**config.mk**
```make
export PLATFORM = sky130hd
export DESIGN_NAME = eee_lpi_power_control
export DESIGN_NICKNAME = d
export VERILOG_FILES = /design/src/design/pm_pkg.sv /design/src/design/lpi_port_ctrl.sv /design/src/design/core_power_ctrl.sv /design/src/design/eee_lpi_power_control.sv
export SDC_FILE = /design/constraint.sdc
export NUM_CORES = 1
export LEC_CHECK = 0
export ABC_AREA = 1
export BUFFER_PORTS_ARGS = -buffer_cell sky130_fd_sc_hd__buf_2
export CAP_MARGIN = 20
export CELL_PAD_IN_SITES_DETAIL_PLACEMENT = 0
export CELL_PAD_IN_SITES_GLOBAL_PLACEMENT = 1
export CORE_MARGIN = 4
export CORE_UTILIZATION = 35
export DETAILED_ROUTE_END_ITERATION = 10
export GPL_TIMING_DRIVEN = 0
export PLACE_DENSITY_LB_ADDON = 0.1
export SLEW_MARGIN = 10
export SYNTH_ARGS = -nofsm -noshare
export SYNTH_HDL_FRONTEND = slang
export SYNTH_SLANG_ARGS = --single-unit
export TNS_END_PERCENT = 30
```
**constraint.sdc**
```tcl
create_clock -name pclk -period 3 [get_ports pclk]
set_clock_uncertainty 0.15 [all_clocks]
set_input_delay 0.3 -clock pclk [delete_from_list [all_inputs] [get_ports pclk]]
set_output_delay 0.3 -clock pclk [all_outputs]
set_load 0.01 [all_outputs]
```
**src/design/pm_pkg.sv**
```systemverilog
package pm_pkg;

    // Clock and timing
    localparam int CLK_NS      = 20;
    localparam int US_NS       = 1000;
    localparam int US_CYC      = US_NS / CLK_NS;
    localparam int WAKE_NS     = 20500;
    localparam int WAKE_CYC    = WAKE_NS / CLK_NS;
    localparam int GS_UNIT_US  = 1000;
    localparam int GS_TICK_CYC = GS_UNIT_US * US_CYC;
    localparam int RCW         = 14;

    // Register byte offsets
    localparam logic [7:0] A_MODE      = 8'h00;
    localparam logic [7:0] A_SLEEP     = 8'h04;
    localparam logic [7:0] A_PORT0     = 8'h08;
    localparam logic [7:0] PORT_STRIDE = 8'h08;
    localparam logic [7:0] REC_OFS     = 8'h04;
    localparam logic [7:0] A_STAT      = 8'h18;
    localparam logic [7:0] A_CPU       = 8'h1C;
    localparam logic [7:0] A_CNT       = 8'h20;

    // Field positions
    localparam int PD_BIT    = 3;
    localparam int LPIEN_BIT = 0;
    localparam int CAN_LO    = 4;
    localparam int CAN_HI    = 5;
    localparam int RP_BIT    = 0;
    localparam int ST_PORT_W = 4;
    localparam int ST_EDET   = 8;
    localparam int ST_CPU    = 9;

    // Reset values
    localparam logic [1:0] MODE_RST  = 2'h0;
    localparam logic [7:0] SLEEP_RST = 8'h10;
    localparam logic [7:0] PCTL_RST  = 8'h01;
    localparam logic [7:0] REC_RST   = 8'h19;

    typedef enum logic [1:0] {
        MODE_NORMAL = 2'b00,
        MODE_EDET   = 2'b01
    } pm_mode_t;

    typedef enum logic [1:0] {
        TX_ACTIVE  = 2'b00,
        TX_HOLD    = 2'b01,
        TX_LPI     = 2'b10,
        TX_RECOVER = 2'b11
    } tx_state_t;

    typedef struct packed {
        logic       tx_pending;
        logic       rx_lpi;
        logic       link_10m;
        logic [1:0] cancel_evt;
    } port_in_t;

    typedef struct packed {
        logic       pd;
        logic       lpi_en;
        logic [1:0] can_en;
        logic [7:0] rec_us;
    } port_cfg_t;

    typedef struct packed {
        logic tx_lpi;
        logic tx_ready;
        logic tx_idle_off;
        logic tx_clk_en;
        logic rx_clk_en;
        logic phy_pd;
    } port_out_t;

endpackage

```
**src/design/lpi_port_ctrl.sv**
```systemverilog
`timescale 1ns/1ns
module lpi_port_ctrl #(
    parameter int IDLE_CYC  = 64,
    parameter int EARLY_CYC = 32
) (
    // Clock and reset
    input  wire logic              pclk,
    input  wire logic              presetn,
    // Configuration and link side
    input  wire pm_pkg::port_cfg_t cfg,
    input  wire pm_pkg::port_in_t  pin,
    // Port controls and state
    output pm_pkg::port_out_t      pout,
    output pm_pkg::tx_state_t      state
);

    pm_pkg::tx_state_t        state_q;
    pm_pkg::tx_state_t        state_d;
    logic [pm_pkg::RCW-1:0]   cnt_q;
    logic [pm_pkg::RCW-1:0]   cnt_d;
    logic [pm_pkg::RCW-1:0]   rec_cyc;
    logic                     may_lpi;
    logic                     cancel;
    logic                     rx_sleep;

    // Policy inputs
    assign may_lpi  = cfg.lpi_en & ~pin.link_10m & ~cfg.pd;
    assign cancel   = |(pin.cancel_evt & cfg.can_en);
    assign rec_cyc  = pm_pkg::RCW'(cfg.rec_us * pm_pkg::US_CYC);
    assign rx_sleep = pin.rx_lpi & may_lpi;

    // Transmit low-power-idle sequencing
    always_comb
    begin
        state_d = state_q;
        cnt_d   = cnt_q;
        unique case (state_q)
            pm_pkg::TX_ACTIVE:
            begin
                if (!may_lpi || pin.tx_pending)
                    cnt_d = '0;
                else if (cnt_q == pm_pkg::RCW'(IDLE_CYC - 1))
                begin
                    state_d = pm_pkg::TX_HOLD;
                    cnt_d   = '0;
                end
                else
                    cnt_d = cnt_q + pm_pkg::RCW'(1);
            end
            pm_pkg::TX_HOLD:
            begin
                if (!may_lpi || pin.tx_pending || cancel)
                begin
                    state_d = pm_pkg::TX_ACTIVE;
                    cnt_d   = '0;
                end
                else if (cnt_q == pm_pkg::RCW'(EARLY_CYC - 1))
                begin
                    state_d = pm_pkg::TX_LPI;
                    cnt_d   = '0;
                end
                else
                    cnt_d = cnt_q + pm_pkg::RCW'(1);
            end
            pm_pkg::TX_LPI:
            begin
                if (!may_lpi || pin.tx_pending)
                begin
                    state_d = pm_pkg::TX_RECOVER;
                    cnt_d   = rec_cyc;
                end
            end
            pm_pkg::TX_RECOVER:
            begin
                if (cnt_q == '0)
                    state_d = pm_pkg::TX_ACTIVE;
                else
                    cnt_d = cnt_q - pm_pkg::RCW'(1);
            end
        endcase
    end

    // State registers
    always_ff @(posedge pclk or negedge presetn)
    begin
        if (!presetn)
        begin
            state_q <= pm_pkg::TX_ACTIVE;
            cnt_q   <= '0;
        end
        else
        begin
            state_q <= state_d;
            cnt_q   <= cnt_d;
        end
    end

    // Port controls; frames wait, never dropped, while waking
    assign pout.tx_lpi      = (state_q == pm_pkg::TX_LPI);
    assign pout.tx_ready    = ~cfg.pd & ~state_q[1];
    assign pout.tx_idle_off = pin.link_10m & ~pin.tx_pending & ~cfg.pd;
    assign pout.tx_clk_en   = (state_q != pm_pkg::TX_LPI) & ~cfg.pd;
    assign pout.rx_clk_en   = ~rx_sleep & ~cfg.pd;
    assign pout.phy_pd      = cfg.pd;
    assign state            = state_q;

    // Checks
    chk_wake_next: assert property (@(posedge pclk) disable iff (!presetn)
        (state_q == pm_pkg::TX_LPI && pin.tx_pending) |=> !pout.tx_lpi)
        else $error("LPI not left after traffic");
    chk_no_lpi_slow: assert property (@(posedge pclk) disable iff (!presetn)
        pin.link_10m |=> !pout.tx_lpi)
        else $error("LPI on a 10 Mb/s link");
    chk_early_cancel: assert property (@(posedge pclk) disable iff (!presetn)
        (state_q == pm_pkg::TX_HOLD && cancel) |=> state_q == pm_pkg::TX_ACTIVE)
        else $error("Early cancel ignored");
    chk_recover_done: assert property (@(posedge pclk) disable iff (!presetn)
        $fell(state_q == pm_pkg::TX_RECOVER) |-> $past(cnt_q) == '0)
        else $error("Recovery ended early");
    chk_ready_wait: assert property (@(posedge pclk) disable iff (!presetn)
        (state_q == pm_pkg::TX_LPI && pin.tx_pending) |=> !pout.tx_ready)
        else $error("Transmit released before recovery");

endmodule

```
**src/design/core_power_ctrl.sv**
```systemverilog
`timescale 1ns/1ns
module core_power_ctrl (
    // Clock and reset
    input  wire logic        pclk,
    input  wire logic        presetn,
    // Core events
    input  wire logic        wait_exec,
    input  wire logic        irq,
    input  wire logic        rp_bit,
    // Core controls
    output logic             asleep,
    output logic             core_clk_en,
    output logic             reduce_power_out_pin,
    output logic [31:0]      count
);

    logic        asleep_q;
    logic [31:0] count_q;

    // Wait state; an interrupt wins over a wait in the same cycle
    always_ff @(posedge pclk or negedge presetn)
    begin
        if (!presetn)
            asleep_q <= 1'b0;
        else if (irq)
            asleep_q <= 1'b0;
        else if (wait_exec)
            asleep_q <= 1'b1;
    end

    // Cycle count keeps running while the core sleeps
    always_ff @(posedge pclk or negedge presetn)
    begin
        if (!presetn)
            count_q <= 32'h00000000;
        else
            count_q <= count_q + 32'h00000001;
    end

    assign asleep               = asleep_q;
    assign core_clk_en          = ~asleep_q;
    assign reduce_power_out_pin = rp_bit;
    assign count                = count_q;

    // Checks
    chk_irq_wake: assert property (@(posedge pclk) disable iff (!presetn)
        (asleep_q && irq) |=> !asleep_q && core_clk_en)
        else $error("Core not woken by interrupt");
    chk_wait_sleep: assert property (@(posedge pclk) disable iff (!presetn)
        (wait_exec && !irq) |=> !core_clk_en)
        else $error("Wait did not stop core clock");
    chk_count_runs: assert property (@(posedge pclk) disable iff (!presetn)
        asleep_q |=> count_q == $past(count_q) + 32'h00000001)
        else $error("Count stalled in wait");

endmodule

```
**src/design/eee_lpi_power_control.sv**
```systemverilog
// The register offsets and register access over APB were chosen for this implementation.
`timescale 1ns/1ns
module eee_lpi_power_control #(
    parameter int NPORTS      = 2,
    parameter int IDLE_CYC    = 64,
    parameter int EARLY_CYC   = 32,
    parameter int GS_TICK_CYC = pm_pkg::GS_TICK_CYC
) (
    // Clock and reset
    input  wire logic                           pclk,
    input  wire logic                           presetn,
    // APB slave
    input  wire logic                           psel,
    input  wire logic                           penable,
    input  wire logic                           pwrite,
    input  wire logic [7:0]                     paddr,
    input  wire logic [31:0]                    pwdata,
    output logic [31:0]                         prdata,
    output logic                                pready,
    output logic                                pslverr,
    // Ethernet ports
    input  wire pm_pkg::port_in_t [NPORTS-1:0]  port_in,
    input  wire logic [NPORTS-1:0]              miim_pd,
    output pm_pkg::port_out_t [NPORTS-1:0]      port_out,
    output logic                                switch_clk_en,
    // Energy detect
    input  wire logic                           energy_seen,
    output logic                                pll_en,
    output logic                                mac_en,
    output logic                                phy_edet_only,
    // Processor core
    input  wire logic                           wait_exec,
    input  wire logic                           cpu_irq,
    output logic                                core_clk_en,
    output logic                                reduce_power_out_pin
);

    localparam int PSW = $clog2(GS_TICK_CYC);

    // Port register addresses, shared by decode and read-back
    function automatic logic [7:0] pctl_addr(input int i);
        return 8'(pm_pkg::A_PORT0 + i * pm_pkg::PORT_STRIDE);
    endfunction

    function automatic logic [7:0] rec_addr(input int i);
        return 8'(pctl_addr(i) + pm_pkg::REC_OFS);
    endfunction

    logic [1:0]               mode_q;
    logic [7:0]               sleep_q;
    logic                     rp_q;
    logic [7:0]               pctl_q [NPORTS];
    logic [7:0]               rec_q  [NPORTS];
    logic [31:0]              prdata_q;
    logic [31:0]              rdata_d;
    logic [NPORTS-1:0]        pc_hit;
    logic [NPORTS-1:0]        rc_hit;
    logic [NPORTS-1:0]        port_clk;
    logic [NPORTS-1:0]        deep_sleep;
    pm_pkg::port_cfg_t        cfg    [NPORTS];
    pm_pkg::tx_state_t        tstate [NPORTS];
    logic [PSW-1:0]           pre_q;
    logic [8:0]               gs_cnt_q;
    logic                     edet_low_q;
    logic                     cpu_asleep;
    logic                     cpu_clk;
    logic [31:0]              cyc_count;
    logic                     setup;
    logic                     access;
    logic                     wr;
    logic                     fixed_hit;
    logic                     mapped;
    logic                     edet_mode;
    logic                     gs_tick;
    logic [31:0]              stat_word;

    // APB phases; the slave always answers in the first access cycle
    assign setup     = psel & ~penable;
    assign access    = psel & penable;
    assign wr        = access & pwrite;
    assign fixed_hit = (paddr == pm_pkg::A_MODE) | (paddr == pm_pkg::A_SLEEP)
                     | (paddr == pm_pkg::A_STAT) | (paddr == pm_pkg::A_CPU)
                     | (paddr == pm_pkg::A_CNT);
    assign mapped    = fixed_hit | (|pc_hit) | (|rc_hit);
    assign pready    = 1'b1;
    assign pslverr   = access & ~mapped;
    assign prdata    = prdata_q;

    // Global registers
    always_ff @(posedge pclk or negedge presetn)
    begin
        if (!presetn)
        begin
            mode_q  <= pm_pkg::MODE_RST;
            sleep_q <= pm_pkg::SLEEP_RST;
            rp_q    <= 1'b0;
        end
        else if (wr)
        begin
            if (paddr == pm_pkg::A_MODE)
                mode_q <= pwdata[1:0];
            if (paddr == pm_pkg::A_SLEEP)
                sleep_q <= pwdata[7:0];
            if (paddr == pm_pkg::A_CPU)
                rp_q <= pwdata[pm_pkg::RP_BIT];
        end
    end

    // Per-port registers and low-power-idle controllers
    for (genvar i = 0; i < NPORTS; i++)
    begin : g_port
        assign pc_hit[i] = (paddr == pctl_addr(i));
        assign rc_hit[i] = (paddr == rec_addr(i));

        always_ff @(posedge pclk or negedge presetn)
        begin
            if (!presetn)
            begin
                pctl_q[i] <= pm_pkg::PCTL_RST;
                rec_q[i]  <= pm_pkg::REC_RST;
            end
            else
            begin
                if (wr && pc_hit[i])
                    pctl_q[i] <= pwdata[7:0];
                if (wr && rc_hit[i])
                    rec_q[i] <= pwdata[7:0];
            end
        end

        // Power-down from either the port control bit or management
        assign cfg[i].pd     = pctl_q[i][pm_pkg::PD_BIT] | miim_pd[i];
        assign cfg[i].lpi_en = pctl_q[i][pm_pkg::LPIEN_BIT];
        assign cfg[i].can_en = pctl_q[i][pm_pkg::CAN_HI:pm_pkg::CAN_LO];
        assign cfg[i].rec_us = rec_q[i];

        lpi_port_ctrl #(
            .IDLE_CYC  (IDLE_CYC),
            .EARLY_CYC (EARLY_CYC)
        ) u_port (
            .pclk    (pclk),
            .presetn (presetn),
            .cfg     (cfg[i]),
            .pin     (port_in[i]),
            .pout    (port_out[i]),
            .state   (tstate[i])
        );

        assign port_clk[i] = port_out[i].tx_clk_en | port_out[i].rx_clk_en;

        // Port fully asleep: transmit in LPI and receive clock gated
        assign deep_sleep[i] = port_out[i].tx_lpi & ~port_out[i].rx_clk_en;

        // A power-down write lands on its own port at once
        chk_pd_write: assert property (@(posedge pclk) disable iff (!presetn)
            (wr && pc_hit[i] && pwdata[pm_pkg::PD_BIT]) |=> port_out[i].phy_pd
            && !port_out[i].tx_ready)
            else $error("Port power-down write not applied");
    end

    // Switch core clock stops only when every port sleeps both ways or is powered down
    assign switch_clk_en = |port_clk;

    // Energy detect: count idle units, sleep once beyond go-sleep time
    assign edet_mode = (mode_q == pm_pkg::MODE_EDET);
    assign gs_tick   = (pre_q == PSW'(GS_TICK_CYC - 1));

    always_ff @(posedge pclk or negedge presetn)
    begin
        if (!presetn)
        begin
            pre_q      <= '0;
            gs_cnt_q   <= '0;
            edet_low_q <= 1'b0;
        end
        else if (!edet_mode || energy_seen)
        begin
            pre_q      <= '0;
            gs_cnt_q   <= '0;
            edet_low_q <= 1'b0;
        end
        else
        begin
            pre_q <= gs_tick ? '0 : pre_q + PSW'(1);
            if (gs_tick && gs_cnt_q != 9'h1FF)
                gs_cnt_q <= gs_cnt_q + 9'h001;
            if (gs_cnt_q > {1'b0, sleep_q})
                edet_low_q <= 1'b1;
        end
    end

    // Blocks disabled in the energy detect low-power state
    assign pll_en        = ~edet_low_q;
    assign mac_en        = ~edet_low_q;
    assign phy_edet_only = edet_low_q;

    // Processor core power control
    core_power_ctrl u_core (
        .pclk                 (pclk),
        .presetn              (presetn),
        .wait_exec            (wait_exec),
        .irq                  (cpu_irq),
        .rp_bit               (rp_q),
        .asleep               (cpu_asleep),
        .core_clk_en          (cpu_clk),
        .reduce_power_out_pin (reduce_power_out_pin),
        .count                (cyc_count)
    );

    assign core_clk_en = cpu_clk & ~edet_low_q;

    // Status word
    always_comb
    begin
        stat_word = '0;
        for (int i = 0; i < NPORTS; i++)
        begin
            stat_word[i*pm_pkg::ST_PORT_W +: 2] = tstate[i];
            stat_word[i*pm_pkg::ST_PORT_W + 2]  = ~port_out[i].rx_clk_en;
        end
        stat_word[pm_pkg::ST_EDET] = edet_low_q;
        stat_word[pm_pkg::ST_CPU]  = cpu_asleep;
    end

    // Read selection
    always_comb
    begin
        rdata_d = '0;
        if (paddr == pm_pkg::A_MODE)
            rdata_d = {30'h00000000, mode_q};
        if (paddr == pm_pkg::A_SLEEP)
            rdata_d = {24'h000000, sleep_q};
        if (paddr == pm_pkg::A_STAT)
            rdata_d = stat_word;
        if (paddr == pm_pkg::A_CPU)
            rdata_d = {31'h00000000, rp_q};
        if (paddr == pm_pkg::A_CNT)
            rdata_d = cyc_count;
        for (int i = 0; i < NPORTS; i++)
        begin
            if (pc_hit[i])
                rdata_d = {24'h000000, pctl_q[i]};
            if (rc_hit[i])
                rdata_d = {24'h000000, rec_q[i]};
        end
    end

    // Read data captured in the setup cycle
    always_ff @(posedge pclk or negedge presetn)
    begin
        if (!presetn)
            prdata_q <= 32'h00000000;
        else if (setup)
            prdata_q <= rdata_d;
    end

    // Checks
    chk_mode_write: assert property (@(posedge pclk) disable iff (!presetn)
        (wr && paddr == pm_pkg::A_MODE) |=> mode_q == $past(pwdata[1:0]))
        else $error("Mode field not written");
    chk_sleep_entry: assert property (@(posedge pclk) disable iff (!presetn)
        $rose(edet_low_q) |-> $past(edet_mode) && $past(gs_cnt_q) > {1'b0, $past(sleep_q)})
        else $error("Sleep before go-sleep time");
    chk_edet_off: assert property (@(posedge pclk) disable iff (!presetn)
        (edet_low_q && energy_seen) |=> pll_en && mac_en && !phy_edet_only)
        else $error("Energy did not restore power");
    chk_switch_gate: assert property (@(posedge pclk) disable iff (!presetn)
        (&deep_sleep) |-> !switch_clk_en)
        else $error("Switch clock on while all ports sleep");
    chk_rp_pin: assert property (@(posedge pclk) disable iff (!presetn)
        (wr && paddr == pm_pkg::A_CPU) |=> reduce_power_out_pin == $past(pwdata[0]))
        else $error("Reduce-power pin not following bit");
    cov_port_lpi: cover property (@(posedge pclk) disable iff (!presetn)
        port_out[0].tx_lpi ##1 !port_out[0].tx_lpi);
    cov_edet_sleep: cover property (@(posedge pclk) disable iff (!presetn)
        $rose(edet_low_q));
    cov_core_wait: cover property (@(posedge pclk) disable iff (!presetn)
        cpu_asleep ##1 !cpu_asleep);
    cov_early_cancel: cover property (@(posedge pclk) disable iff (!presetn)
        tstate[0] == pm_pkg::TX_HOLD ##1 tstate[0] == pm_pkg::TX_ACTIVE);
    cov_all_asleep: cover property (@(posedge pclk) disable iff (!presetn)
        &deep_sleep);

endmodule

```
==> flow_summary.ini <==
[place]
dp_hpwl_um = 25800
dp_worst_setup_slack_ns = -0.255
place_congestion = 0.875
portBuffers = 86

[logic_synthesis]
ys_ff_latch = 166
synth_edf_count = 0
syn_avg_cell_area_um2 = 7.38
synthCells = 1568
synth_nets = 1709
ys_types = 49
yosys_warnings = 0
ys_seq_area_share_pct = 36.0
synth_flop_cell = dfrtp_1
synthArstFlopShare_pct = 100
syn_area_um2 = 11600

[global_route]
antenna_found_initial = 0
grt.total_usage_pct = 18.7
grt_pass1_wl_um = 54100
grt_max_degree = 94
globalRoute.totalOverflow = 0
grt_pass1_vias = 9864

[sta]
post-route-period-util_pct = 97.6
final-hold-violation-count = 0
tns_ns = 0
fmax_mhz = 342
setup_violations = 0
setup_ws_ns = 0.0719
slew_violations = 0
worst_slew_pin_slew_ns = 0.840
fin_crit_ns = 2.93
maxSlewHeadroom_pct = 43.4

[critical_path]
reg2reg_slack_ns = 0.07
critPathLaunchType = register
path_cells = ha_1 > ha_4 > fa_1 > ha_4 > nand2_1 > inv_1 > nand4_1 > nand3_1 > nand2_1 > nand3_1 > nand3_1 > nor2_1 > nor2_1
regToRegEndpoint = g_port[1].u_port.cnt_q[10]
reg2regPathDepth = 13
path_common_cell = nand3_1
cp_slowest_cell = dfstp_2
slowest_delay_ns = 0.56
required_ns = 3.19
cp_max_fo = 6
endpoint_kind = register
arrival_ns = 3.12
path_class = register to register
r2r-start = cfg[3]

[routing]
vias = 10455
routed_wl_um = 33700
drt_first_pass_iters = 6
drtIter0Drc = 508
vias_per_cell = 4.87
post-route-drc-count = 0
ant_nets = 0
avgRoutedWirePerCell_um = 15.7

[floorplan]
io_pins = 112
core_area_um2 = 32600
rows = 66
die_x_um = 190
die-area_um2 = 36000
die_y_um = 190
start_util_pct = 35.5

[final_layout]
nets = 1834
layout_commonest_cell = nand2_1
layout_common_cells = 406 x nand2_1, 183 x nor2_1, 175 x inv_1, 151 x dfrtp_1, 103 x nand3_1
area_growth_pct = 18.1
seq_area_um2 = 4170
drive_gt1_share_pct = 17.0
multi_input_area_um2 = 6750
antenna_cells = 0
fill_cells = 3485

[status]
outcome = completed

[power_and_ir_drop]
p_sw_w = 0.00123
seq_power_share_pct = 44.6
leakagePower_nw = 6.92
swShare_pct = 24.0
ir_drop_mv = 0.407
powerDensity_nw_per_um2 = 375
internal_power_w = 0.00389
power_frac_comb_pct = 6.3
power.share.clock_pct = 49.1

[worst_hold_path]
whs_path_depth = 4
min_path_type = input pin to register
hold_end = gs_cnt_q[1]
min_from = energy_seen

[clocking]
path_clk_slew_ns = 0.07
max-clock-path-buffers = 2
tritoncts = done
cts_buffers = 17
cts_root_buffer = clkbuf_16
htreeDepth = 4
cts_num_sinks = 166
insertion_delay_ns = 0.44

[job]
drv_cap = 0
==> worst max path at each step <==
stage                     startpoint                          to  slack [ns]  cells after the start
after detailed placement      cfg[3]  g_port[1].u_port.cnt_q[13]       -0.25                     12
final                         cfg[3]  g_port[1].u_port.cnt_q[10]        0.07                     13
after floorplan              cfg[15]   g_port[0].u_port.cnt_q[8]        0.07                     11
after CTS                     cfg[3]  g_port[1].u_port.cnt_q[13]      -0.004                     12
after global routing         cfg[15]  g_port[0].u_port.cnt_q[10]      -0.009                     12
after global placement       presetn                    pre_q[6]       -1.55                      1
==> flip-flops by register name (all words and copies together) (netlist names), named ones only <==
name	flops
prdata	32
u_core.count	32
g_port.u_port.cnt_q	28
cfg	22
pre_q	16
pctl_q	10
gs_cnt_q	9
sleep_q	8
g_port.u_port.state	2
mode_q	2
phy_edet_only	1
rp_q	1
u_core.asleep	1
==> power by group through the flow <==
stage	registers, W	logic, W	clock network [W]
after floorplan	0.00232	0.000151	0
after global placement	0.00233	0.000300	0
after detailed placement	0.00233	0.000307	0
after CTS	0.00229	0.000319	0.00257
after global routing	0.00229	0.000363	0.00266
final	0.00229	0.000322	0.00252
==> critical path: cells and delay by family (launching register included) <==
kind	cells	cell delay, ns
buffers and inverters	1	0.07
DFF	1	0.56
adders and majority gates	4	1.32
and+or+nand+nor	8	0.71
==> cell usage after synthesis (all sizes together) (2+ instances only) <==
cell,instances,share of area [%]
a31oi,4,0.22
nor2,213,8.1
dfrtp,157,34
nand3b,4,0.26
xnor2,7,0.53
nand4,35,1.9
a21boi,3,0.19
o21ai,114,5.3
nor3,41,2.2
o211ai,2,0.13
nand2,421,14
nor4,7,0.38
buf,29,1.7
ha,75,8.1
o21a,2,0.13
clkbuf,7,0.24
or2,6,0.32
o22ai,2,0.11
nand3,124,6.1
a21o,2,0.13
dfstp,9,2.0
nor3b,4,0.26
a22oi,8,0.52
xor2,49,3.7
fa,6,1.0
a21oi,48,2.1
inv,183,5.9
==> layer usage <==
layer  vias to the layer above  part of all wire (%)  track usage [%]
met1                      4925                    50             26.9
met5                         -                     0                0
li1                       5343                     -                -
met3                        26                   2.7             2.68
met4                         0                   1.3             4.12
met2                       161                    46             30.2
==> metrics by stage <==
step                power (W)  hold WS, ns  std cells  util, %  area, µm²
floorplan             0.00247       -0.146       1568        -      11600
global placement      0.00263        0.304       2096     38.5      12600
detailed placement    0.00264        0.154       2097     38.6      12600
CTS                   0.00517       0.0573       2136     41.1      13400
global route          0.00531       0.0901       2147     41.9      13700
finish                0.00513       0.0766       2147     41.9      13700
==> area by class of cell <==
cell class | count | share of cell area, %
clock inverters | 10 | 1.42
inverters | 183 | 5.03
repair buffers | 106 | 4.52
plain buffers | 36 | 1.68
clock buffers | 21 | 3.37
well taps | 442 | 4.05
flip-flops and latches | 166 | 30.5
multi-input cells | 1183 | 49.4
==> what timing repair did <==
item / 4_1_cts / 5_1_grt
pin swaps: 6 / 24
resized for setup: 15 / 32
hold buffers: 3 / 0
buffers inserted: 5 / 11
setup endpoints to repair: 11 / 13
hold endpoints to repair: 74 / 0
==> logic make-up after synthesis <==
logic type,synth area share [%]
fa+ha+maj,9.15
xor+xnor,4.24
simple gates,33.6
compound gates,9.07
flops,36.0
buf+inv,7.90
other cells,0.0324
No activity file was read; power rests on OpenSTA's default activity.
